File: src/ddrio_regs.vh
// constants for the double-rate pin capture/launch block
`ifndef DDRIO_REGS_VH
`define DDRIO_REGS_VH
`define DDRIO_CLK_MHZ 40
`define DDRIO_DQ_W 8
`define DDRIO_FIFO_DEPTH 8
`define DDRIO_FIFO_AW 3
`define DDRIO_MODE_IN 3'b001
`define DDRIO_MODE_OUT 3'b010
`define DDRIO_MODE_BIDIR 3'b100
`define DDRIO_BUS_X4 2'h0
`define DDRIO_BUS_X8 2'h1
`define DDRIO_BUS_X16 2'h2
`define DDRIO_BUS_X32 2'h3
`define DDRIO_STROBE_PAIRS 18
`define DDRIO_SIDE_TOP 1'b0
`define DDRIO_SIDE_BOT 1'b1
`define DDRIO_PLL_TOP 3'h5
`define DDRIO_PLL_BOT 3'h6
`define DDRIO_DLY_W 8
`endif
File: src/ddrio_fifo.v
// small synchronous fifo for captured word pairs
`timescale 1ns/100ps
module ddrio_fifo #(
	parameter W = 16,
	parameter DEPTH = 8,
	parameter AW = 3
) (
	input wire core_clk_i, // clock
	input wire rst_i, // async reset
	input wire in_valid_i, // write request
	output wire in_ready_o, // not full
	input wire [W-1:0] in_data_i, // write data
	output wire out_valid_o, // not empty
	input wire out_ready_i, // read accept
	output wire [W-1:0] out_data_o // head word
);
	reg [W-1:0] mem [0:DEPTH-1];
	reg [AW:0] wp_q;
	reg [AW:0] rp_q;
	wire [AW:0] cnt = wp_q - rp_q;
	wire wr = in_valid_i & in_ready_o;
	wire rd = out_valid_o & out_ready_i;
	// full when count reaches depth
	assign in_ready_o = (cnt != DEPTH[AW:0]);
	assign out_valid_o = (cnt != {(AW+1){1'b0}});
	assign out_data_o = mem[rp_q[AW-1:0]];
	// pointers
	always @(posedge core_clk_i or posedge rst_i) begin
		if (rst_i) begin
			wp_q <= {(AW+1){1'b0}};
			rp_q <= {(AW+1){1'b0}};
		end else begin
			if (wr)
				wp_q <= wp_q + 1'b1;
			if (rd)
				rp_q <= rp_q + 1'b1;
		end
	end
	// storage, no reset needed for data
	always @(posedge core_clk_i) begin
		if (wr)
			mem[wp_q[AW-1:0]] <= in_data_i;
	end
endmodule // ddrio_fifo

File: src/ddrio_pin_group.v
// double-rate capture and launch logic for one strobe group of data pins
// Function
// - each pin element keeps six registers and one latch for both-edge transfer
// - input mode samples pin on strobe rising and falling edges
// - clock-high bit held so both bits appear on one edge
// - two fabric streams load two output registers on rising edge
// - pin shows first bit clock high, second bit clock low
// - bidirectional mode runs capture and launch paths together
// - bidirectional enable register on falling edge delays drive
// - driver enable is active low; user enable inverted first
// - every input to the element has optional local inversion
// - data group width code x4 keeps four lanes; x8, x16, x32 all enable every lane
// - strobe capture only for data pins; strobe only on strobe pin
// - strobe passes compensated delay into data valid window
// - delayed strobe is dedicated capture clock of data registers
// - per-side phase reference sets delay of its own side only
// - reference from clock pins or PLL 5 top, PLL 6 bottom
// - up to eighteen strobe pairs per edge
`timescale 1ns/100ps
`include "ddrio_regs.vh"
module ddrio_pin_group #(
	parameter DQ_W = `DDRIO_DQ_W,
	parameter DLY_W = `DDRIO_DLY_W,
	parameter SIDE = `DDRIO_SIDE_TOP,
	parameter GROUP_IDX = 0
) (
	input wire core_clk_i, // 40 mhz sample clock
	input wire rst_i, // async reset, high
	input wire [2:0] mode_i, // one-hot in/out/bidir
	input wire [1:0] bus_width_i, // group width code
	input wire [DQ_W+4:0] inv_i, // per-input inversion selects
	input wire io_clk_i, // i/o clock from outside
	input wire ref_clk_i, // phase reference clock
	input wire [2:0] ref_src_i, // 0 = clock pin, else pll number
	input wire strobe_i, // strobe pin level
	input wire [DQ_W-1:0] dq_i, // data pin levels
	output wire [DQ_W-1:0] dq_o, // data pin drive level
	output wire [DQ_W-1:0] dq_oe_o, // high while driving
	input wire [DQ_W-1:0] tx_a_i, // first-bit stream
	input wire [DQ_W-1:0] tx_b_i, // second-bit stream
	input wire tx_oe_i, // user enable, active high
	output wire [2*DQ_W-1:0] rx_data_o, // {falling, rising} bits
	output wire rx_valid_o, // fifo not empty
	input wire rx_ready_i, // fabric accepts word
	output wire rx_overflow_o, // capture lost, fifo full
	output wire [DLY_W-1:0] strobe_dly_o, // current delay in samples
	output wire ref_ok_o // reference source legal
);
	// two-flop synchronisers for every pin-side input
	reg [DQ_W+2:0] s1_q;
	reg [DQ_W+2:0] s2_q;
	always @(posedge core_clk_i or posedge rst_i) begin
		if (rst_i) begin
			s1_q <= {(DQ_W+3){1'b0}};
			s2_q <= {(DQ_W+3){1'b0}};
		end else begin
			s1_q <= {ref_clk_i, io_clk_i, strobe_i, dq_i};
			s2_q <= s1_q;
		end
	end
	// local inversion applied inside the element
	wire [DQ_W-1:0] dq_s = s2_q[DQ_W-1:0] ^ inv_i[DQ_W-1:0];
	wire strobe_s = s2_q[DQ_W] ^ inv_i[DQ_W];
	wire ioclk_s = s2_q[DQ_W+1] ^ inv_i[DQ_W+1];
	wire refclk_s = s2_q[DQ_W+2];
	wire oe_req = tx_oe_i ^ inv_i[DQ_W+2];
	wire [DQ_W-1:0] txa_s = tx_a_i ^ {DQ_W{inv_i[DQ_W+3]}};
	wire [DQ_W-1:0] txb_s = tx_b_i ^ {DQ_W{inv_i[DQ_W+4]}};

	// edge finders on the sampled clocks
	reg strobe_p_q;
	reg ioclk_p_q;
	reg refclk_p_q;
	always @(posedge core_clk_i or posedge rst_i) begin
		if (rst_i) begin
			strobe_p_q <= 1'b0;
			ioclk_p_q <= 1'b0;
			refclk_p_q <= 1'b0;
		end else begin
			strobe_p_q <= strobe_s;
			ioclk_p_q <= ioclk_s;
			refclk_p_q <= refclk_s;
		end
	end
	wire io_rise = ioclk_s & ~ioclk_p_q;
	wire io_fall = ~ioclk_s & ioclk_p_q;
	wire ref_rise = refclk_s & ~refclk_p_q;

	// legal reference: clock pin or the one pll of this side
	wire [2:0] side_pll = (SIDE == `DDRIO_SIDE_BOT) ? `DDRIO_PLL_BOT : `DDRIO_PLL_TOP;
	assign ref_ok_o = (ref_src_i == 3'h0) | (ref_src_i == side_pll);

	// phase reference: measure period of the side's reference clock
	// limitation: reference must match strobe frequency, it is not checked
	reg [DLY_W-1:0] per_cnt_q;
	reg [DLY_W-1:0] quarter_q;
	always @(posedge core_clk_i or posedge rst_i) begin
		if (rst_i) begin
			per_cnt_q <= {DLY_W{1'b0}};
			quarter_q <= {{(DLY_W-1){1'b0}}, 1'b1};
		end else if (ref_rise) begin
			per_cnt_q <= {{(DLY_W-1){1'b0}}, 1'b1};
			if (ref_ok_o && per_cnt_q[DLY_W-1:2] != {(DLY_W-2){1'b0}})
				quarter_q <= {2'b00, per_cnt_q[DLY_W-1:2]};
		end else if (per_cnt_q != {DLY_W{1'b1}}) begin
			per_cnt_q <= per_cnt_q + 1'b1;
		end
	end
	assign strobe_dly_o = quarter_q;

	// compensated delay line on the strobe, one tap per sample clock
	reg [(1<<DLY_W)-1:0] dly_line_q;
	always @(posedge core_clk_i or posedge rst_i) begin
		if (rst_i)
			dly_line_q <= {(1<<DLY_W){1'b0}};
		else
			dly_line_q <= {dly_line_q[(1<<DLY_W)-2:0], strobe_s};
	end
	wire dqs_dly = dly_line_q[quarter_q - 1'b1];
	reg dqs_dly_p_q;
	always @(posedge core_clk_i or posedge rst_i) begin
		if (rst_i)
			dqs_dly_p_q <= 1'b0;
		else
			dqs_dly_p_q <= dqs_dly;
	end
	// local strobe net, never the i/o clock, clocks data capture
	wire cap_rise = dqs_dly & ~dqs_dly_p_q;
	wire cap_fall = ~dqs_dly & dqs_dly_p_q;
	// the pin data is not delayed, so the delayed strobe lands mid-eye
	wire [DQ_W-1:0] dq_cap;

	// active lane mask from the group width
	reg [DQ_W-1:0] lane_mask;
	always @* begin
		case (bus_width_i)
			`DDRIO_BUS_X4: lane_mask = {{(DQ_W-4){1'b0}}, 4'hf};
			default: lane_mask = {DQ_W{1'b1}};
		endcase
	end
	assign dq_cap = dq_s & lane_mask;

	wire cap_en = mode_i[0] | mode_i[2];
	wire tx_en = mode_i[1] | mode_i[2];

	// per-pin element: two input regs, latch, two output regs, two oe regs
	reg [DQ_W-1:0] in_hi_q;
	reg [DQ_W-1:0] in_lo_q;
	reg [DQ_W-1:0] latch_q;
	reg [DQ_W-1:0] out_a_q;
	reg [DQ_W-1:0] out_b_q;
	reg [DQ_W-1:0] oe_n_q;
	reg [DQ_W-1:0] oe_neg_n_q;
	reg pair_q;
	genvar g;
	generate
		for (g = 0; g < DQ_W; g = g + 1) begin : g_pin
			always @(posedge core_clk_i or posedge rst_i) begin
				if (rst_i) begin
					in_hi_q[g] <= 1'b0;
					in_lo_q[g] <= 1'b0;
					latch_q[g] <= 1'b0;
					out_a_q[g] <= 1'b0;
					out_b_q[g] <= 1'b0;
					oe_n_q[g] <= 1'b1;
					oe_neg_n_q[g] <= 1'b1;
				end else begin
					if (cap_en && cap_rise)
						in_hi_q[g] <= dq_cap[g];
					if (cap_en && cap_fall)
						in_lo_q[g] <= dq_cap[g];
					// latch transparent while strobe high, holds during low
					if (dqs_dly)
						latch_q[g] <= in_hi_q[g];
					if (tx_en && io_rise) begin
						out_a_q[g] <= txa_s[g];
						out_b_q[g] <= txb_s[g];
						oe_n_q[g] <= ~(oe_req & lane_mask[g]);
					end
					// bidir: enable waits for falling edge to meet memory timing
					if (io_fall)
						oe_neg_n_q[g] <= oe_n_q[g];
				end
			end
			// clock picks first register high, second low
			assign dq_o[g] = ioclk_s ? out_a_q[g] : out_b_q[g];
			// output path alone uses the rising-edge oe register
			// lane mask gates the driver at once, so a narrowed group never
			// waits up to an io clock period plus a phase with stale upper lanes
			assign dq_oe_o[g] = tx_en & lane_mask[g] &
				~(mode_i[2] ? oe_neg_n_q[g] : oe_n_q[g]);
		end
	endgenerate

	// both bits aligned on the falling strobe edge, then into the fifo
	reg push_q;
	reg [2*DQ_W-1:0] push_data_q;
	reg ovf_q;
	wire fifo_ready;
	always @(posedge core_clk_i or posedge rst_i) begin
		if (rst_i) begin
			push_q <= 1'b0;
			push_data_q <= {(2*DQ_W){1'b0}};
			ovf_q <= 1'b0;
			pair_q <= 1'b0;
		end else begin
			pair_q <= cap_en & cap_fall;
			push_q <= 1'b0;
			// word lands a cycle after the falling capture updates in_lo
			if (pair_q) begin
				push_q <= 1'b1;
				push_data_q <= {in_lo_q, latch_q};
			end
			// link cannot stall, so a full fifo drops and flags it;
			// judged when the push meets the fifo, not a cycle earlier
			if (push_q && !fifo_ready)
				ovf_q <= 1'b1;
		end
	end
	assign rx_overflow_o = ovf_q;

	ddrio_fifo #(
		.W(2*DQ_W),
		.DEPTH(`DDRIO_FIFO_DEPTH),
		.AW(`DDRIO_FIFO_AW)
	) u_fifo (
		.core_clk_i(core_clk_i),
		.rst_i(rst_i),
		.in_valid_i(push_q),
		.in_ready_o(fifo_ready),
		.in_data_i(push_data_q),
		.out_valid_o(rx_valid_o),
		.out_ready_i(rx_ready_i),
		.out_data_o(rx_data_o)
	);
	// group index is kept for placement; up to eighteen groups per edge
	wire unused_idx = (GROUP_IDX < `DDRIO_STROBE_PAIRS);
endmodule // ddrio_pin_group

File: config.mk
export PLATFORM = sky130hd
export DESIGN_NAME = ddrio_pin_group
export DESIGN_NICKNAME = d
export VERILOG_FILES = /design/src/ddrio_fifo.v /design/src/ddrio_pin_group.v
export VERILOG_INCLUDE_DIRS = /design/src
export SDC_FILE = /design/constraint.sdc
export NUM_CORES = 1
export LEC_CHECK = 0
export ABC_AREA = 1
export CORE_ASPECT_RATIO = 1.75
export CORE_MARGIN = 3
export CORE_UTILIZATION = 25
export DETAILED_ROUTE_END_ITERATION = 16
export DONT_BUFFER_PORTS = 1
export PLACE_DENSITY = 0.36
export SYNTH_ARGS = -nofsm -noshare
export SYNTH_HDL_FRONTEND = slang
export SYNTH_SLANG_ARGS = --single-unit
File: constraint.sdc
create_clock -name core_clk_i -period 19.5 [get_ports core_clk_i]
set_input_delay 1.95 -clock core_clk_i [delete_from_list [all_inputs] [get_ports core_clk_i]]
set_output_delay 1.95 -clock core_clk_i [all_outputs]
set_load 0.02 [all_outputs]
==> qor.txt, run 1 <==
Fin Clk Skew = 0.0102 ns
CP max stage cell = inv_1
Status = finished clean
Post_cts resized = 0
Maximum number of pins on one net before global-route repair = 177
Leak pwr = 0.00888 µW
Hold_buf cts = 0
H-tree levels = 2
Bufs on Longest Clock Path = 3
Post-synth top area share = 51.8%
Grt ovf = 0
DRT Wirelength = 39,100 µm
Global-route usage over all layers = 10.9%
Peak VDD IR = 0.0863 mV
Max Cap Viol = 0
Drt wl/cell = 16.4 µm
CP peak stage delay = 0.56 ns
DRC viols = 0
Crit-path cells = buf_4 -> inv_1 -> buf_4 -> ha_1 -> inv_1 -> o21bai_1 -> a21oi_1 -> xor2_1 -> nand3_1
# setup viols final = 0
Worst skew pair latency = 0.59 ns
CTS tree = built
Iteration-0 DRC Markers = 464
First-pass GRT wire length = 62,300 µm
Slew HR = 20.5%
P&R area growth vs syn = 15.5%
Cell taking the most area after synthesis = dfrtp_1
Number of global-route vias before repair = 10,500
Critical Path Sink Type = output port
Sinks on Clock Net = 494
Syn_area_per_cell = 12.3 µm²
Die width = 206 µm
Netlist cell types = 43
Routed vias/inst = 4.15
CP Buf/Inv Count = 4
Row count = 127
CP required = 17.55 ns
CP Max Fanout = 35
Clk pin slew, worst setup/hold paths = 0.06 ns
Multi-input logic area = 3880 µm²
Yosys warnings = 0
Seq/Total Area, Yosys = 74.6%
Crit-path leading delay family = buffers and inverters
Initial DRT Pass Iterations = 4
DIE AREA = 73,100 µm²
CP Launch Type = register
Num CTS Buffers = 51
Fin Hold WS = 0.345 ns
Placer congestion estimate = 0.700
Area contributors post-synth = dfrtp_1 52%, edfxtp_1 22%, nand2_1 5.4%
Final #Nets = 1,495
Post-DP HPWL = 23,200 µm
Antenna violations before repair = 0
# Post-CTS Setup Buffers = 0
Post-route minimum period = 5.25 ns
Diode count = 0
Synthesized flop and latch total = 494
FMAX = 0.191 GHz
Synth Cell Area = 17,400 µm²
Max Slew Vio Count = 0
Core Util, Final = 29.3%
Data arrival, critical path = 3.30 ns
PwrDens = 157 nW/µm²
Port bufs = 0
Power Total = 3170 µW
Routed Antenna Nets = 0
Ports = 95
Final TNS setup = 0 ns
Core box area = 68,800 µm²
Hold violation total from the final report = 0
CTS root buffer = clkbuf_16
Final period util = 26.9%
Least-Margin Pin Slew = 1.19 ns
Initial Utilization = 25.4%
Flip-flop and latch area = 13,000 µm²
Via Count = 9,864
Syn Inst Count = 1,422
Setup Crit Path Kind = reg -> out
Share of post-route cells with drive strength above 1 = 10.2%
Filler cells = 7,010
RSZ-0062 raised after global routing = false
Hold Crit Class = reg -> reg
Chip height = 355 µm
[layout by cell type, fill, tap and decap left out, types with 2 or more instances in the layout]
master,count
o22ai_1,16
xor2_2,2
conb_1,2
nor3_1,4
dfrtp_1,359
o21bai_1,3
a21oi_1,8
xor2_1,22
inv_2,2
clkbuf_16,52
inv_1,72
ha_1,7
buf_4,21
mux2_2,16
nand4_1,9
clkinv_4,2
dfrtp_2,2
o21ai_0,126
xnor2_1,14
nor2_1,176
clkinv_2,14
dfstp_2,5
inv_6,2
nor2_2,7
nand3_4,2
nand3_1,94
clkinv_1,6
nand2_1,249
a31oi_1,16
clkbuf_1,8
clkbuf_8,8
edfxtp_1,128
bufinv_16,2
[cell usage after synthesis, drive strengths merged]
| cell | count |
|---|---|
| a2111oi | 1 |
| a211oi | 1 |
| a21oi | 9 |
| a22oi | 1 |
| a31oi | 16 |
| buf | 24 |
| clkbuf | 38 |
| clkinv | 3 |
| conb | 1 |
| dfrtp | 361 |
| dfstp | 5 |
| edfxtp | 128 |
| ha | 7 |
| inv | 76 |
| mux2 | 16 |
| nand2 | 251 |
| nand3 | 97 |
| nand3b | 1 |
| nand4 | 9 |
| nor2 | 183 |
| nor3 | 6 |
| nor4 | 1 |
| o21ai | 126 |
| o21bai | 3 |
| o22ai | 16 |
| o311ai | 1 |
| o31ai | 1 |
| or2 | 1 |
| xnor2 | 15 |
| xor2 | 24 |
[sequential cells by signal (all words and copies together) (netlist names), 2 cells and up]
| signal | count |
|---|---|
| strobe_dly_o | 6 |
| in_lo_q | 8 |
| oe_n_q | 2 |
| u_fifo.rp_q | 4 |
| push_data_q | 16 |
| out_a_q | 8 |
| per_cnt_q | 8 |
| u_fifo.wp_q | 4 |
| out_b_q | 8 |
| dly_line_q | 256 |
| latch_q | 8 |
| s2_q | 11 |
| u_fifo.mem | 128 |
| s1_q | 11 |
| in_hi_q | 8 |
| oe_neg_n_q | 2 |
[worst paths after layout]
kind / startpoint / endpoint / slack (ns) / depth (start not counted)
max: u_fifo.rp_q[1]$_DFFE_PP0P_ / rx_valid_o / 14.25 / 9
min reg2reg: s1_q[2]$_DFF_PP0_ / s2_q[2]$_DFF_PP0_ / 0.34 / 0
max reg2reg: u_fifo.rp_q[1]$_DFFE_PP0P_ / u_fifo.mem[6][2]$_DFFE_PP_ / 15.66 / 15
max in group asynchronous: rst_i / push_data_q[4]$_DFFE_PP0P_ / 15.84 / 3
min: s1_q[2]$_DFF_PP0_ / s2_q[2]$_DFF_PP0_ / 0.34 / 0
min in group asynchronous: rst_i / s1_q[8]$_DFF_PP0_ / 1.34 / 1
[layer usage]
layer | track usage (%) | vias to the layer above | share of wire (%)
met2 | 18.6 | 160 | 50
met1 | 13.4 | 4915 | 42
li1 | - | 4713 | -
met4 | 3.72 | 0 | 2.8
met3 | 2.75 | 76 | 5.1
met5 | 0 | - | 0
[cell type report]
type | count | area share, %
inverter | 79 | 1.51
tap | 903 | 5.61
multi-input combinational | 788 | 19.3
timing repair buffer | 22 | 0.882
sequential | 494 | 64.6
clock inverter | 25 | 1.01
clock buffer | 68 | 7.15
[power by group]
group / total (µW) / switching [µW] / internal [µW] / leakage (µW)
registers: 1280 / 82.1 / 1200 / 0.00599
logic: 929 / 668 / 261 / 0.00207
clock network: 958 / 412 / 547 / 0.000823
[cell families after synthesis]
family	Yosys count	share of synthesized area, %
adder cells (fa/ha/maj)	7	0.502
AND/OR/NAND/NOR	549	13.0
XOR/XNOR	39	2.09
flip-flops	494	74.6
AO/OA/AOI/OAI	175	5.38
other	1	0.0215
buffers and inverters	141	3.39
multiplexers	16	1.03
[stage by stage]
stage | instance area (µm²) | setup slack (ns) | instances
2_1_floorplan | 17400 | 7.40 | 1423
3_3_place_gp | 18500 | 14.37 | 2286
3_5_place_dp | 18500 | 14.33 | 2286
4_1_cts | 20100 | 14.12 | 2379
5_1_grt | 20100 | 13.99 | 2379
6_report | 20100 | 14.25 | 2379
No activity file was read; power rests on OpenSTA's default activity.
==> inputs of run 2 (changes only) <==
- clock period: 19.5 -> 5.2 ns (I/O delays scaled with it)
==> run 2 against run 1 <==
Core utilization is 0.22 points higher. First-iteration DRC count is 15% higher. Global-route usage is 0.48 points higher. Critical path depth is 3 lower. Design area is 0.74% higher. Highest routed layer unchanged. Clock power grew to 3.8 times the previous value. Register-to-register slack worse by 14 ns. Combinational power grew to 3.7 times the previous value.
==> qor.txt, run 2 (synthesized netlist as in run 1, its figures left out) <==
Antenna violations before repair = 0 (unchanged)
Routed Antenna Nets = 0 (unchanged)
Core Util, Final = 29.5% (was 29.3%)
Hold Crit Class = in -> reg (was reg -> reg)
Ports = 95 (unchanged)
CP most frequent cell = nor2_1
Grt ovf = 0 (unchanged)
Filler cells = 7,046 (was 7,010)
Data arrival, critical path = 3.24 ns (was 3.30 ns)
Max Slew Vio Count = 0 (unchanged)
RSZ-0062 raised after global routing = false (unchanged)
Core box area = 68,800 µm² (unchanged)
First-pass GRT wire length = 64,600 µm (was 62,300 µm)
Crit-path leading delay family = buffers and inverters (unchanged)
PwrDens = 589 nW/µm² (was 157 nW/µm²)
Commonest non-fill, non-tap cells in the layout = 360 x dfrtp_1, 249 x nand2_1, 182 x nor2_1 (was 359 x dfrtp_1, 249 x nand2_1, 176 x nor2_1)
DRT Wirelength = 40,900 µm (was 39,100 µm)
Sinks on Clock Net = 494 (unchanged)
CTS root buffer = clkbuf_16 (unchanged)
CP peak stage delay = 0.76 ns (was 0.56 ns)
Post-route minimum period = 3.76 ns
Initial Utilization = 25.4% (unchanged)
CP max stage cell = inv_1 (unchanged)
Num CTS Buffers = 50 (was 51)
Setup Crit Path Kind = reg -> out (unchanged)
CP Launch Type = register (unchanged)
CP required = 4.68 ns (was 17.55 ns)
Diode count = 0 (unchanged)
Final TNS setup = 0 ns (unchanged)
Clock power frac = 30.1% (was 30.2%)
FF-to-FF Start = strobe_dly_o[1]$_DFFE_PP0P_ (was u_fifo.rp_q[1]$_DFFE_PP0P_)
Final #Nets = 1,508 (was 1,495)
CTS tree = built (unchanged)
Clk pin slew, worst setup/hold paths = 0.06 ns (about the same)
Post-DP HPWL = 25,400 µm (was 23,200 µm)
Crit-path cells = inv_1 -> buf_4 -> nor2_1 -> o22ai_1 -> nor2_1 -> a31oi_1 (was buf_4 -> inv_1 -> buf_4 -> ha_1 -> inv_1 -> o21bai_1 -> a21oi_1 -> xor2_1 -> nand3_1)
Maximum number of pins on one net before global-route repair = 131 (was 177)
Post_cts resized = 0 (unchanged)
Worst Hold Launch = rx_ready_i (was s1_q[2]$_DFF_PP0_)
Bufs on Longest Clock Path = 3 (unchanged)
Final period util = 72.2%
Max reg flops = 256 (unchanged)
Place WS = 1.37 ns (was 14.33 ns)
Die width = 206 µm (unchanged)
Worst skew pair latency = 0.59 ns (about the same)
Peak VDD IR = 0.307 mV (was 0.0863 mV)
Least-Margin Pin Slew = 1.29 ns (was 1.19 ns)
# setup viols final = 0 (unchanged)
Routed vias/inst = 4.16 (was 4.15)
Switching share of power = 37.1% (was 36.6%)
Most common cell after layout, fill and taps aside = dfrtp_1 (unchanged)
Fin Clk Skew = 0.0186 ns (was 0.0102 ns)
Initial DRT Pass Iterations = 4 (unchanged)
DRC viols = 0 (unchanged)
FMAX = 0.266 GHz
Via Count = 9,949 (was 9,864)
P_sw = 4440 µW (was 1160 µW)
Port bufs = 0 (unchanged)
Row count = 127 (unchanged)
Share of post-route cells with drive strength above 1 = 9.86% (was 10.2%)
DIE AREA = 73,100 µm² (unchanged)
H-tree levels = 2 (unchanged)
Post-layout worst setup margin = 1.44 ns (was 14.25 ns)
Max Cap Viol = 0 (unchanged)
Reg with most FFs = dly_line_q (unchanged)
Worst Setup SP = u_fifo.rp_q[0]$_DFFE_PP0P_ (was u_fifo.rp_q[1]$_DFFE_PP0P_)
Pint = 7530 µW (was 2010 µW)
Number of global-route vias before repair = 10,500 (about the same)
Power Total = 12,000 µW (was 3170 µW)
Hold violation total from the final report = 0 (unchanged)
Critical Path Sink Type = output port (unchanged)
CP Buf/Inv Count = 2 (was 4)
P&R area growth vs syn = 16.4% (was 15.5%)
CP Max Fanout = 33 (was 35)
Global-route usage over all layers = 11.4% (was 10.9%)
Status = finished clean (unchanged)
Reg power frac = 41.0% (was 40.5%)
Iteration-0 DRC Markers = 532 (was 464)
Slew HR = 14.3% (was 20.5%)
Placer congestion estimate = 0.729 (was 0.700)
Leak pwr = 0.00893 µW (was 0.00888 µW)
Comb pwr share = 28.9% (was 29.3%)
Drt wl/cell = 17.1 µm (was 16.4 µm)
Chip height = 355 µm (unchanged)
Fin Hold WS = 0.124 ns (was 0.345 ns)
## run 2: changes by cell type in the layout (fill, tap and decap cells not counted), sizes merged
cell	previous run	this run
clkinvlp	1	7
clkinv	23	21
buf	22	23
clkbuf	68	65
bufinv	2	1
inv	78	79
dlygate4sd3	0	13
## run 2: area by class of cell
cell class                 count  area [µm²]  area share (%)
clock buffer                  65        1440            7.11
clock inverter                29         214            1.05
inverter                      79         300            1.48
multi-input combinational    788        3860            19.0
sequential                   494       13000            64.1
tap                          903        1130            5.57
timing repair buffer          36         340            1.68
## run 2: power by group through the flow
stage	clock, µW	combinational, µW	sequential, µW
floorplan	0	2690	4780
global route	3920	3930	4970
global placement	0	3540	5000
CTS	3780	3580	4920
finish	3600	3460	4900
detailed placement	0	3550	5000
## run 2: worst register-to-register path, delay by kind of cell, from the launching register on
| kind | cells | cell delay (ns) |
|---|---|---|
| and+or+nand+nor | 10 | 1.27 |
| buffers and inverters | 4 | 1.54 |
| adders and majority gates | 1 | 0.29 |
| DFF | 1 | 0.51 |
## run 2: path summary, 6_finish.rpt
kind                       slack [ns]                         end  cells past startpoint
max                              1.44               rx_data_o[12]                      6
min                              0.12  u_fifo.rp_q[2]$_DFFE_PP0P_                      2
max reg2reg                      1.49      in_lo_q[4]$_DFFE_PP0P_                     15
min reg2reg                      0.34    dly_line_q[85]$_DFF_PP0_                      0
max in group asynchronous        3.69      in_hi_q[4]$_DFFE_PP0P_                      3
min in group asynchronous        0.45    dly_line_q[21]$_DFF_PP0_                      2
## run 2: routing by layer
| layer | global-route usage, % | share of wire (%) | vias to the layer above |
|---|---|---|---|
| met5 | 0 | 0 | - |
| met4 | 4.00 | 3.0 | 0 |
| met1 | 13.8 | 41 | 4969 |
| met3 | 2.32 | 4.0 | 66 |
| met2 | 19.9 | 52 | 164 |
| li1 | - | - | 4750 |
## run 2: metrics by stage
step           cells  area, µm²
2_1_floorplan   1423      17500
3_3_place_gp    2287      18500
5_1_grt         2394      20300
3_5_place_dp    2287      18500
6_report        2394      20300
4_1_cts         2394      20300
## run 2: what timing repair did
item                      in CTS  in global routing
hold buffers                  13                  0
buffers inserted               0                  0
hold endpoints to repair      26                  0
